`src/common/flwsr_pkg.sv`:
```
/*
 * Constants for the flash status-poll host: APB register map, field
 * positions, flash bus timing and sequencer state codes.
 * Assumes a 125 MHz clock and a 16-bit status word on the flash data pins.
 */
package flwsr_pkg;
   // APB register byte offsets
   localparam logic [7:0] OFS_CTRL   = 8'h00;
   localparam logic [7:0] OFS_ADDR   = 8'h04;
   localparam logic [7:0] OFS_WDATA  = 8'h08;
   localparam logic [7:0] OFS_STATUS = 8'h0c;
   localparam logic [7:0] OFS_RDATA  = 8'h10;
   // Control opcodes in CTRL[1:0]
   localparam logic [1:0] OPC_WRITE = 2'h1;
   localparam logic [1:0] OPC_POLL  = 2'h2;
   localparam logic [1:0] OPC_READ  = 2'h3;
   // Status field positions
   localparam int ST_BUSY = 0;
   localparam int ST_DONE = 1;
   localparam int ST_FAIL = 2;
   localparam int ST_RDY  = 3;
   localparam int ST_ETMR = 4;
   localparam int ST_TLIM = 5;
   // Status bit positions on the flash data bus
   localparam int DQ_TOG1 = 6;
   localparam int DQ_TLIM = 5;
   localparam int DQ_ETMR = 3;
   // Reset command datum written after a timing-limit failure
   localparam logic [15:0] RESET_CMD = 16'h00f0;
   // Flash bus timing
   localparam int CLK_NS     = 8;
   localparam int T_PULSE_NS = 120;
   localparam int T_RECOV_NS = 40;
   localparam int SYNC_LAT   = 2;
   localparam int PULSE_CYC  = (T_PULSE_NS + CLK_NS - 1) / CLK_NS + SYNC_LAT;
   localparam int RECOV_CYC  = (T_RECOV_NS + CLK_NS - 1) / CLK_NS;
   localparam int CNT_W      = 5;
   // Sequencer states
   typedef enum logic [1:0] {
      FLWSR_IDLE   = 2'b00,
      FLWSR_STROBE = 2'b01,
      FLWSR_RECOV  = 2'b10
   } flwsr_state_t;
   // Step within an operation
   typedef enum logic [2:0] {
      FLWSR_PH_ONE = 3'b000,
      FLWSR_PH_P1  = 3'b001,
      FLWSR_PH_P2  = 3'b010,
      FLWSR_PH_P3  = 3'b011,
      FLWSR_PH_P4  = 3'b100,
      FLWSR_PH_RST = 3'b101
   } flwsr_phase_t;
endpackage

```
`src/rtl/flwsr_host.sv`:
```
/*
 * Flash status-poll host. Software on APB orders single flash bus write or
 * read cycles, or a full toggle-bit completion poll; results are reported
 * in STATUS and RDATA.
 * Assumes an asynchronous flash on cs/oe/we strobes; data and ready/busy pins
 * come from outside the clock domain and are synchronised here.
 */
module flwsr_host #(
   parameter int ADDR_W = 23,
   parameter int DATA_W = 16
) (
   input  wire logic              i_clk,
   input  wire logic              i_srst,
   input  wire logic              psel,
   input  wire logic              penable,
   input  wire logic              pwrite,
   input  wire logic [7:0]        paddr,
   input  wire logic [31:0]       pwdata,
   output logic [31:0]            prdata,
   output logic                   pready,
   output logic                   pslverr,
   output logic                   o_cs_n,
   output logic                   o_oe_n,
   output logic                   o_we_n,
   output logic [ADDR_W-1:0]      o_addr,
   output logic [DATA_W-1:0]      o_dq_out,
   output logic                   o_dq_oe,
   input  wire logic [DATA_W-1:0] i_dq_in,
   input  wire logic              i_ready_busy_n_out
);
   // Status bits must exist on the bus and the address fit the register
   if (DATA_W < 8 || DATA_W > 32 || ADDR_W < 1 || ADDR_W > 32) begin : g_chk
      $error("flwsr_host: unsupported ADDR_W or DATA_W");
   end

   // All state of the block
   typedef struct packed {
      flwsr_pkg::flwsr_state_t st;    // Bus cycle state
      flwsr_pkg::flwsr_phase_t ph;    // Operation step
      logic                    rd;    // Current cycle is a read
      logic [flwsr_pkg::CNT_W-1:0] cnt; // Strobe or recovery count
      logic [DATA_W-1:0] d0;          // First sample of a pair
      logic [DATA_W-1:0] rdat;        // Last read datum
      logic [ADDR_W-1:0] areg;        // Target address register
      logic [DATA_W-1:0] wreg;        // Write datum register
      logic              busy;        // Operation running
      logic              done;        // Operation ended
      logic              fail;        // Poll ended in failure
      logic [DATA_W-1:0] dq_s1;       // Data synchroniser, first stage
      logic [DATA_W-1:0] dq_s2;       // Data synchroniser, second stage
      logic              rb_s1;       // Ready/busy synchroniser, first stage
      logic              rb_s2;       // Ready/busy synchroniser, second stage
      logic              cs_n;        // Chip select pin
      logic              oe_n;        // Output enable pin
      logic              we_n;        // Write strobe pin
      logic [ADDR_W-1:0] addr;        // Address pins
      logic [DATA_W-1:0] dq;          // Data out pins
      logic              dq_oe;       // Data out enable
      logic [31:0]       prd;         // APB read data
      logic              prdy;        // APB ready
      logic              perr;        // APB error
   } flwsr_reg_t;

   flwsr_reg_t s_r;                   // Registered state
   flwsr_reg_t s_nxt;                 // Next state

   // The strobe falls one edge after the count starts, so counting up to
   // PULSE_CYC keeps it low for the full PULSE_CYC cycles
   localparam logic [flwsr_pkg::CNT_W-1:0] PULSE_LAST =
      flwsr_pkg::CNT_W'(flwsr_pkg::PULSE_CYC);
   localparam logic [flwsr_pkg::CNT_W-1:0] RECOV_LAST =
      flwsr_pkg::CNT_W'(flwsr_pkg::RECOV_CYC - 1);

   // APB register read decode
   function automatic logic [32:0] rd_decode(input logic [7:0] a, input flwsr_reg_t s);
      logic [31:0] v;
      logic        ok;
      v  = 32'h0;
      ok = 1'b1;
      unique case (a)
         flwsr_pkg::OFS_CTRL:   v = 32'h0;
         flwsr_pkg::OFS_ADDR:   v[ADDR_W-1:0] = s.areg;
         flwsr_pkg::OFS_WDATA:  v[DATA_W-1:0] = s.wreg;
         flwsr_pkg::OFS_STATUS: begin
            v[flwsr_pkg::ST_BUSY] = s.busy;
            v[flwsr_pkg::ST_DONE] = s.done;
            v[flwsr_pkg::ST_FAIL] = s.fail;
            v[flwsr_pkg::ST_RDY]  = s.rb_s2;
            // erase timer of the last read
            v[flwsr_pkg::ST_ETMR] = s.rdat[flwsr_pkg::DQ_ETMR];
            v[flwsr_pkg::ST_TLIM] = s.rdat[flwsr_pkg::DQ_TLIM];
         end
         flwsr_pkg::OFS_RDATA:  v[DATA_W-1:0] = s.rdat;
         default:               ok = 1'b0;
      endcase
      return {ok, v};
   endfunction

   // Next-state logic
   always_comb begin
      logic [32:0] dec;
      logic        acc;
      logic        wr;
      logic        tog;
      dec   = rd_decode(paddr, s_r);
      acc   = psel & penable;
      wr    = acc & pwrite & s_r.prdy;
      tog   = 1'b0;
      s_nxt = s_r;
      // Synchronisers: only the second stage is read by logic
      s_nxt.dq_s1 = i_dq_in;
      s_nxt.dq_s2 = s_r.dq_s1;
      s_nxt.rb_s1 = i_ready_busy_n_out;
      s_nxt.rb_s2 = s_r.rb_s1;

      // APB slave, one wait state then ready with registered data
      s_nxt.prdy = acc & ~s_r.prdy;
      s_nxt.perr = acc & ~s_r.prdy & ~dec[32];
      if (acc && !s_r.prdy) begin
         s_nxt.prd = dec[31:0];
      end
      // Register writes take effect at the edge that samples pready
      if (wr && dec[32]) begin
         unique case (paddr)
            flwsr_pkg::OFS_ADDR:  s_nxt.areg = pwdata[ADDR_W-1:0];
            flwsr_pkg::OFS_WDATA: s_nxt.wreg = pwdata[DATA_W-1:0];
            flwsr_pkg::OFS_CTRL: begin
               // Orders are ignored while an operation runs
               if (!s_r.busy && pwdata[1:0] != 2'h0) begin
                  s_nxt.busy = 1'b1;
                  s_nxt.done = 1'b0;
                  s_nxt.fail = 1'b0;
                  s_nxt.st   = flwsr_pkg::FLWSR_STROBE;
                  s_nxt.cnt  = '0;
                  s_nxt.rd   = (pwdata[1:0] != flwsr_pkg::OPC_WRITE);
                  s_nxt.ph   = (pwdata[1:0] == flwsr_pkg::OPC_POLL) ?
                               flwsr_pkg::FLWSR_PH_P1 : flwsr_pkg::FLWSR_PH_ONE;
               end
            end
            default: ;
         endcase
      end

      // Flash bus cycle sequencer
      unique case (s_r.st)
         flwsr_pkg::FLWSR_IDLE: begin
            s_nxt.cs_n  = 1'b1;
            s_nxt.oe_n  = 1'b1;
            s_nxt.we_n  = 1'b1;
            s_nxt.dq_oe = 1'b0;
         end
         flwsr_pkg::FLWSR_STROBE: begin
            // status reads use the busy bank address
            s_nxt.addr  = s_r.areg;
            s_nxt.dq    = (s_r.ph == flwsr_pkg::FLWSR_PH_RST) ? DATA_W'(flwsr_pkg::RESET_CMD)
                                                                : s_r.wreg;
            s_nxt.cs_n  = 1'b0;
            s_nxt.oe_n  = ~s_r.rd;
            s_nxt.we_n  = s_r.rd;
            s_nxt.dq_oe = ~s_r.rd;
            s_nxt.cnt   = s_r.cnt + 1'b1;
            if (s_r.cnt == PULSE_LAST) begin
               // Strobes rise; data sampled after synchroniser latency
               s_nxt.st   = flwsr_pkg::FLWSR_RECOV;
               s_nxt.cnt  = '0;
               s_nxt.cs_n = 1'b1;
               s_nxt.oe_n = 1'b1;
               s_nxt.we_n = 1'b1;
               if (s_r.rd) begin
                  s_nxt.rdat = s_r.dq_s2;
               end
            end
         end
         flwsr_pkg::FLWSR_RECOV: begin
            // Data held one recovery period past the write strobe
            s_nxt.cnt = s_r.cnt + 1'b1;
            if (s_r.cnt == RECOV_LAST) begin
               s_nxt.dq_oe = 1'b0;
               s_nxt.cnt   = '0;
               s_nxt.st    = flwsr_pkg::FLWSR_STROBE;
               s_nxt.rd    = 1'b1;
               tog = s_r.rdat[flwsr_pkg::DQ_TOG1] ^ s_r.d0[flwsr_pkg::DQ_TOG1];
               unique case (s_r.ph)
                  flwsr_pkg::FLWSR_PH_P1,
                  flwsr_pkg::FLWSR_PH_P3: begin
                     s_nxt.d0 = s_r.rdat;
                     s_nxt.ph = (s_r.ph == flwsr_pkg::FLWSR_PH_P1) ?
                                flwsr_pkg::FLWSR_PH_P2 : flwsr_pkg::FLWSR_PH_P4;
                  end
                  flwsr_pkg::FLWSR_PH_P2: begin
                     if (!tog) begin
                        s_nxt.st   = flwsr_pkg::FLWSR_IDLE;
                        s_nxt.busy = 1'b0;
                        s_nxt.done = 1'b1;
                     end else if (s_r.rdat[flwsr_pkg::DQ_TLIM]) begin
                        s_nxt.d0 = s_r.rdat;
                        s_nxt.ph = flwsr_pkg::FLWSR_PH_P4;
                     end else begin
                        s_nxt.ph = flwsr_pkg::FLWSR_PH_P1;
                     end
                  end
                  flwsr_pkg::FLWSR_PH_P4: begin
                     if (!tog) begin
                        s_nxt.st   = flwsr_pkg::FLWSR_IDLE;
                        s_nxt.busy = 1'b0;
                        s_nxt.done = 1'b1;
                     end else begin
                        s_nxt.fail = 1'b1;
                        s_nxt.rd   = 1'b0;
                        s_nxt.ph   = flwsr_pkg::FLWSR_PH_RST;
                     end
                  end
                  default: begin
                     // Single cycle or reset write finished
                     s_nxt.st   = flwsr_pkg::FLWSR_IDLE;
                     s_nxt.busy = 1'b0;
                     s_nxt.done = 1'b1;
                  end
               endcase
            end
         end
         default: s_nxt.st = flwsr_pkg::FLWSR_IDLE;
      endcase
   end

   // State register
   always_ff @(posedge i_clk) begin
      if (i_srst) begin
         s_r      <= '0;
         s_r.cs_n <= 1'b1;
         s_r.oe_n <= 1'b1;
         s_r.we_n <= 1'b1;
      end else begin
         s_r <= s_nxt;
      end
   end

   // Outputs straight from flip-flops
   assign prdata   = s_r.prd;
   assign pready   = s_r.prdy;
   assign pslverr  = s_r.perr;
   assign o_cs_n   = s_r.cs_n;
   assign o_oe_n   = s_r.oe_n;
   assign o_we_n   = s_r.we_n;
   assign o_addr   = s_r.addr;
   assign o_dq_out = s_r.dq;
   assign o_dq_oe  = s_r.dq_oe;
endmodule

```
`config.mk`:
```
export PLATFORM = sky130hd
export DESIGN_NAME = flwsr_host
export DESIGN_NICKNAME = d
export VERILOG_FILES = /design/src/common/flwsr_pkg.sv /design/src/rtl/flwsr_host.sv
export SDC_FILE = /design/constraint.sdc
export NUM_CORES = 1
export LEC_CHECK = 0
export ABC_AREA = 0
export BUFFER_PORTS_ARGS = -buffer_cell sky130_fd_sc_hd__buf_2
export CAP_MARGIN = 10
export CORE_ASPECT_RATIO = 1.25
export CORE_MARGIN = 10
export CORE_UTILIZATION = 30
export CTS_CLUSTER_DIAMETER = 200
export DETAILED_ROUTE_END_ITERATION = 7
export HOLD_SLACK_MARGIN = 0.03
export PLACE_DENSITY = 0.46
export SYNTH_ARGS = -nofsm -noshare
export SYNTH_HDL_FRONTEND = slang
export SYNTH_SLANG_ARGS = --single-unit
export TNS_END_PERCENT = 30
```
`constraint.sdc`:
```
create_clock -name i_clk -period 5.35 [get_ports i_clk]
set_input_delay 0.535 -clock i_clk [delete_from_list [all_inputs] [get_ports i_clk]]
set_output_delay 0.535 -clock i_clk [all_outputs]
set_load 0.02 [all_outputs]
```
# Word-level counts from Yosys, hierarchy flattened
# Index checks and enable logic that the tools add are counted.
dict set report op_classes {
  add_sub_neg 1
  multipliers 0
  div_mod_pow 0
  order_cmp 0
  n_eq_ne 18
  shifts 0
  muxes 39
  bitwise 9
  reduce_logical 23
}
# cell n
set ops {}
lappend ops {{16-bit two-way mux} 3}
lappend ops {{11-bit two-way mux} 3}
lappend ops {{16-bit case mux with 2 select lines} 1}
lappend ops {{10-bit case mux with 3 select lines} 1}
lappend ops {{27-bit two-way mux} 1}
lappend ops {{3-bit two-way mux} 9}
lappend ops {{6-bit case mux with 4 select lines} 1}
lappend ops {{8-bit by 4-bit == test with 1-bit output (second input constant)} 2}
lappend ops {{3-bit nonzero test} 4}
lappend ops {{5-bit case mux with 2 select lines} 1}
lappend ops {{3-bit case mux with 3 select lines} 1}
lappend ops {{8-bit by 3-bit == test with 1-bit output (second input constant)} 1}
lappend ops {{8-bit by 5-bit == test with 1-bit output (second input constant)} 1}
lappend ops {{8-bit logical NOT} 1}
lappend ops {{4-bit two-way mux} 2}
lappend ops {{1-bit two-way mux} 7}
lappend ops {{7-bit two-way mux} 1}
lappend ops {{3-bit by 2-bit == test with 1-bit output (second input constant)} 2}
lappend ops {{3-bit == test (second input constant)} 2}
lappend ops {{2-bit != test (second input constant)} 3}
lappend ops {{2-bit case mux with 3 select lines} 1}
lappend ops {{3-bit case mux with 2 select lines} 1}
lappend ops {{2-bit AND reduction} 3}
lappend ops {{3-bit AND reduction} 2}
lappend ops {{other kinds (22)} 36}
dict set report totals {
  register_bits 187
  latchBits 0
  ram_bits 0
  romBits 0
  inputBits 62
  wordCells 114
  mem_count 0
}

# Logic depth before layout (Yosys ltp)
dict set report depth {
  word_depth 9
  depth_mapped 8
  ltp_nobuf 6
}

# Least setup slack after synthesis
# OpenSTA, ideal clock, no wires.
dict set report synth_path {
  path_type {input to register}
  startpoint {input paddr[1]}
  endpoint {register s_r[147] in the netlist's numbering}
  setup_ns 0.128
  t_arrival_ns 2.153
  t_required_ns 5.222
  path_slack_ns 3.070
  stages 7
  cell_sequence {or4_4 -> buf_6 -> or4_4 -> buf_6 -> buf_6 -> mux2i_1 -> nor2_1}
}
dict set report synth_via {
  elab_chain_cells 5
  word_cells_on_any_way 9
}
# element line_no
set synth_rtl {}
lappend synth_rtl {{start: declaration} flwsr_host.sv:17} ;# input wire logic [7:0] paddr,
lappend synth_rtl {{8-bit by 4-bit == test with 1-bit output, or another cell as far along} flwsr_host.sv:80} ;# unique case (a)
lappend synth_rtl {{5-bit OR reduction (no source line)} --}
lappend synth_rtl {{1-bit two-way mux} flwsr_host.sv:80}
lappend synth_rtl {{1-bit logical AND} flwsr_host.sv:123} ;# if (wr && dec[32]) begin
lappend synth_rtl {{2-bit AND reduction (no source line) (*)} --}
lappend synth_rtl {{end signal: assignment} flwsr_host.sv:234} ;# s_r <= s_nxt;
lappend synth_rtl {{end: declaration} flwsr_host.sv:64} ;# flwsr_reg_t s_r;
# Mark *: on every way between the ends. The rest lies on a longest branch, timed or not.
# A chain may end at the register's enable or synchronous reset.

# Worst setup path in the final report
dict set report layout_path {
  startpoint {input paddr[3]}
  endpoint {register s_r (netlist bit prdata[14])}
}
dict set report layout_via {
  elab_chain_cells 2
  word_cells_on_any_way 4
}
# element line_no
set layout_rtl {}
lappend layout_rtl {{8-bit by 5-bit == test with 1-bit output, or another cell as far along} flwsr_host.sv:80}
lappend layout_rtl {{10-bit case mux with 3 select lines (*)} flwsr_host.sv:80}
# Marked as above.

==> metrics.yaml <==
status:
  status: "finished clean"
cts:
  post_cts_buffers: 0
  clk_pin_slew_ns: 0.07
  clock_sinks: 172
  root_buffer: "clkbuf_16"
  clkLatencyLatePin_ns: 0.42
  cts_tree: "yes"
  cts-resized-gates: 0
  htree_num_levels: 4
  ctsHoldBuffers: 0
  cts_buffers: 17
  cts.path.max_buffers: 2
global_route:
  antenna_found_initial: 1
  grt_overflow: 0
  grt.total_usage_pct: 12.3
  grt_start_max_net_pins: 87
  grt_pass1_vias: 5260
  grt_pass1_wl_um: 30700
detailed_routing:
  avgViaCountPerCell: 4.54
  drc_errors: 0
  drt.antenna.violating_nets: 0
  first_pass_iters: 4
  wl_um: 19300
  post_drt_wl_per_cell_um: 16.6
  vias: 5280
  dr.first_iter.drc_count: 230
yosys:
  synth_seq_area_share_pct: 46.9
  ys.flop_type: "dfxtp_1"
  syn_area_um2: 7340
  ys_seq_elements: 172
  synth_edf_count: 0
  ys_top_cells_by_area: "dfxtp_1 47%, mux2i_1 8.9%, buf_4 7.3%"
  synthTopCellsByCount: "172 x dfxtp_1, 90 x nor2_1, 71 x buf_4"
  ys_types: 60
  yosysTopAreaCellShare_pct: 46.9
  avgSynthCellArea_um2: 9.29
  yosys.area.top_type: "dfxtp_1"
  yosysWarnings: 0
  synthCells: 790
  synth-async-reset-ratio_pct: 0
  yosysMostFrequentCell: "dfxtp_1"
timing:
  rsz0062_at_grt: "false"
  hold_viol_final: 0
  fin_crit_ns: 2.54
  tns_ns: 0
  fmax_mhz: 394
  setup_viol: 0
  finalCritPeriodShare_pct: 47.4
  drv_slew: 0
  max_slew.worst_pin.slew_ns: 1.16
  skew_ns: 0.00779
  relSlewSlack_pct: 22.2
  setup_ws_ns: 2.81
power:
  p_per_area_nw_per_um2: 312
  irDropWorstVdd_uv: 169
  leakage_nw: 3.47
place:
  place_ws_ns: 2.40
  globalplace.congestion: 0.764
  port_buffers: 120
  dp_hpwl_um: 13500
floorplanning:
  initial_core_util_pct: 30.7
  die_w_um: 160
  die_h_um: 195
  core_area_um2: 23900
  die_area_um2: 31100
  io_pins: 139
  rows: 63
setup_path:
  crit_path_end_kind: "flop"
  cp_data_required_time_ns: 5.69
  cp-start-kind: "input pin"
  cp_max_fo: 28
  arrival_ns: 2.88
  crit_type: "input pin to flop"
final_layout:
  area_delta_synth_final_pct: 12.2
  drive_gt1_share_pct: 20.8
  nets: 892
worst_hold_path:
  hold_class: "input pin to flop"
flow_run:
  cap_violations: 0
## cell type report
type / count / area (um^2)
clock buffer: 20 / 437
multi-input combinational: 496 / 3140
timing repair buffer: 126 / 648
sequential: 172 / 3440
tap: 325 / 407
antenna: 1 / 2.50
fill: 2508 / 15700
clock inverter: 12 / 114
inverter: 10 / 37.5
## report_power, final
group | internal [W] | switching (W)
combinational | 0.0000334 | 0.0000672
clock | 0.000647 | 0.000523
sequential | 0.00129 | 0.00000272
## worst max-delay path: stages
cell      delay (ns)
buf_2           0.43
nor3b_1         0.99
o21bai_1        0.51
o211ai_1        0.20
a21oi_1         0.20
## per-layer routing
| metal | up-vias | GRT usage, % | wire (um) | share of wire [%] |
|---|---|---|---|---|
| li1 | 2684 | - | - | - |
| met2 | 122 | 20.2 | 9300 | 48 |
| met5 | - | 0 | 0 | 0 |
| met1 | 2466 | 15.0 | 8860 | 46 |
| met3 | 8 | 3.91 | 1020 | 5.3 |
| met4 | 0 | 3.97 | 138 | 0.71 |
## through the flow
stage | hold WS (ns) | area (um^2) | std cells | total power [W] | utilization, %
after floorplan | 0.414 | 7370 | 798 | 0.00139 | -
after global placement | 0.424 | 7680 | 1129 | 0.00143 | 32.2
after detailed placement | 0.423 | 7680 | 1129 | 0.00143 | 32.2
after CTS | 0.298 | 8230 | 1161 | 0.00261 | 34.5
after global routing | 0.307 | 8230 | 1161 | 0.00269 | 34.5
final | 0.319 | 8230 | 1162 | 0.00257 | 34.5
## cells by family after synthesis
logic type / share of synthesized area, %
adders and majority gates: 1.19
buffers and inverters: 10.7
and+or+nand+nor: 19.4
muxes: 9.79
other: 0.0511
DFF: 46.9
xor gates and xnor gates: 0.239
AOI/OAI and AO/OA: 11.7
## layout by cell type, fill, tap and decap left out, types with 3 or more instances in the layout
cell        Yosys  layout
dfxtp_1       172     172
buf_2           1     119
nor2_1         90      90
mux2i_1        65      65
nand2_1        60      60
a21oi_1        56      56
nor2b_1        53      53
nand3b_1       26      26
clkbuf_16       0      17
and2_1         15      15
a22oi_1        12      12
o211ai_1       12      12
inv_1          10      10
o21ai_0        10      10
conb_1          1       9
buf_4          71       7
mux2_2          6       6
a2bb2oi_1       6       6
ha_1            7       6
nand3_1         5       5
o221a_2         4       4
nor3_1          5       4
nand2b_1        3       3
nand4_1         3       3
o31ai_1         3       3
a2111oi_0       3       3
a221o_1         3       3
inv_6           0       3
clkbuf_1       38       3
clkinv_2        0       3
clkinvlp_4      0       3
## worst paths after layout
| check | start | cells after the start | slack, ns | to |
|---|---|---|---|---|
| worst min register to register | s_r[90] | 2 | 0.44 | s_r[164] |
| worst min-delay path | i_dq_in[5] | 2 | 0.32 | s_nxt[84] |
| worst max-delay path | paddr[3] | 5 | 2.81 | prdata[14] |
| worst max register to register | s_r[195] | 7 | 2.99 | s_r[189] |
## flip-flops by register name, summed over array words and instances (netlist names)
signal / count
s_nxt: 17
pready: 1
o_oe_n: 1
o_addr: 23
o_dq_oe: 1
prdata: 23
s_r: 87
o_dq_out: 16
o_cs_n: 1
o_we_n: 1
pslverr: 1
(Power assumes the default switching activity.)
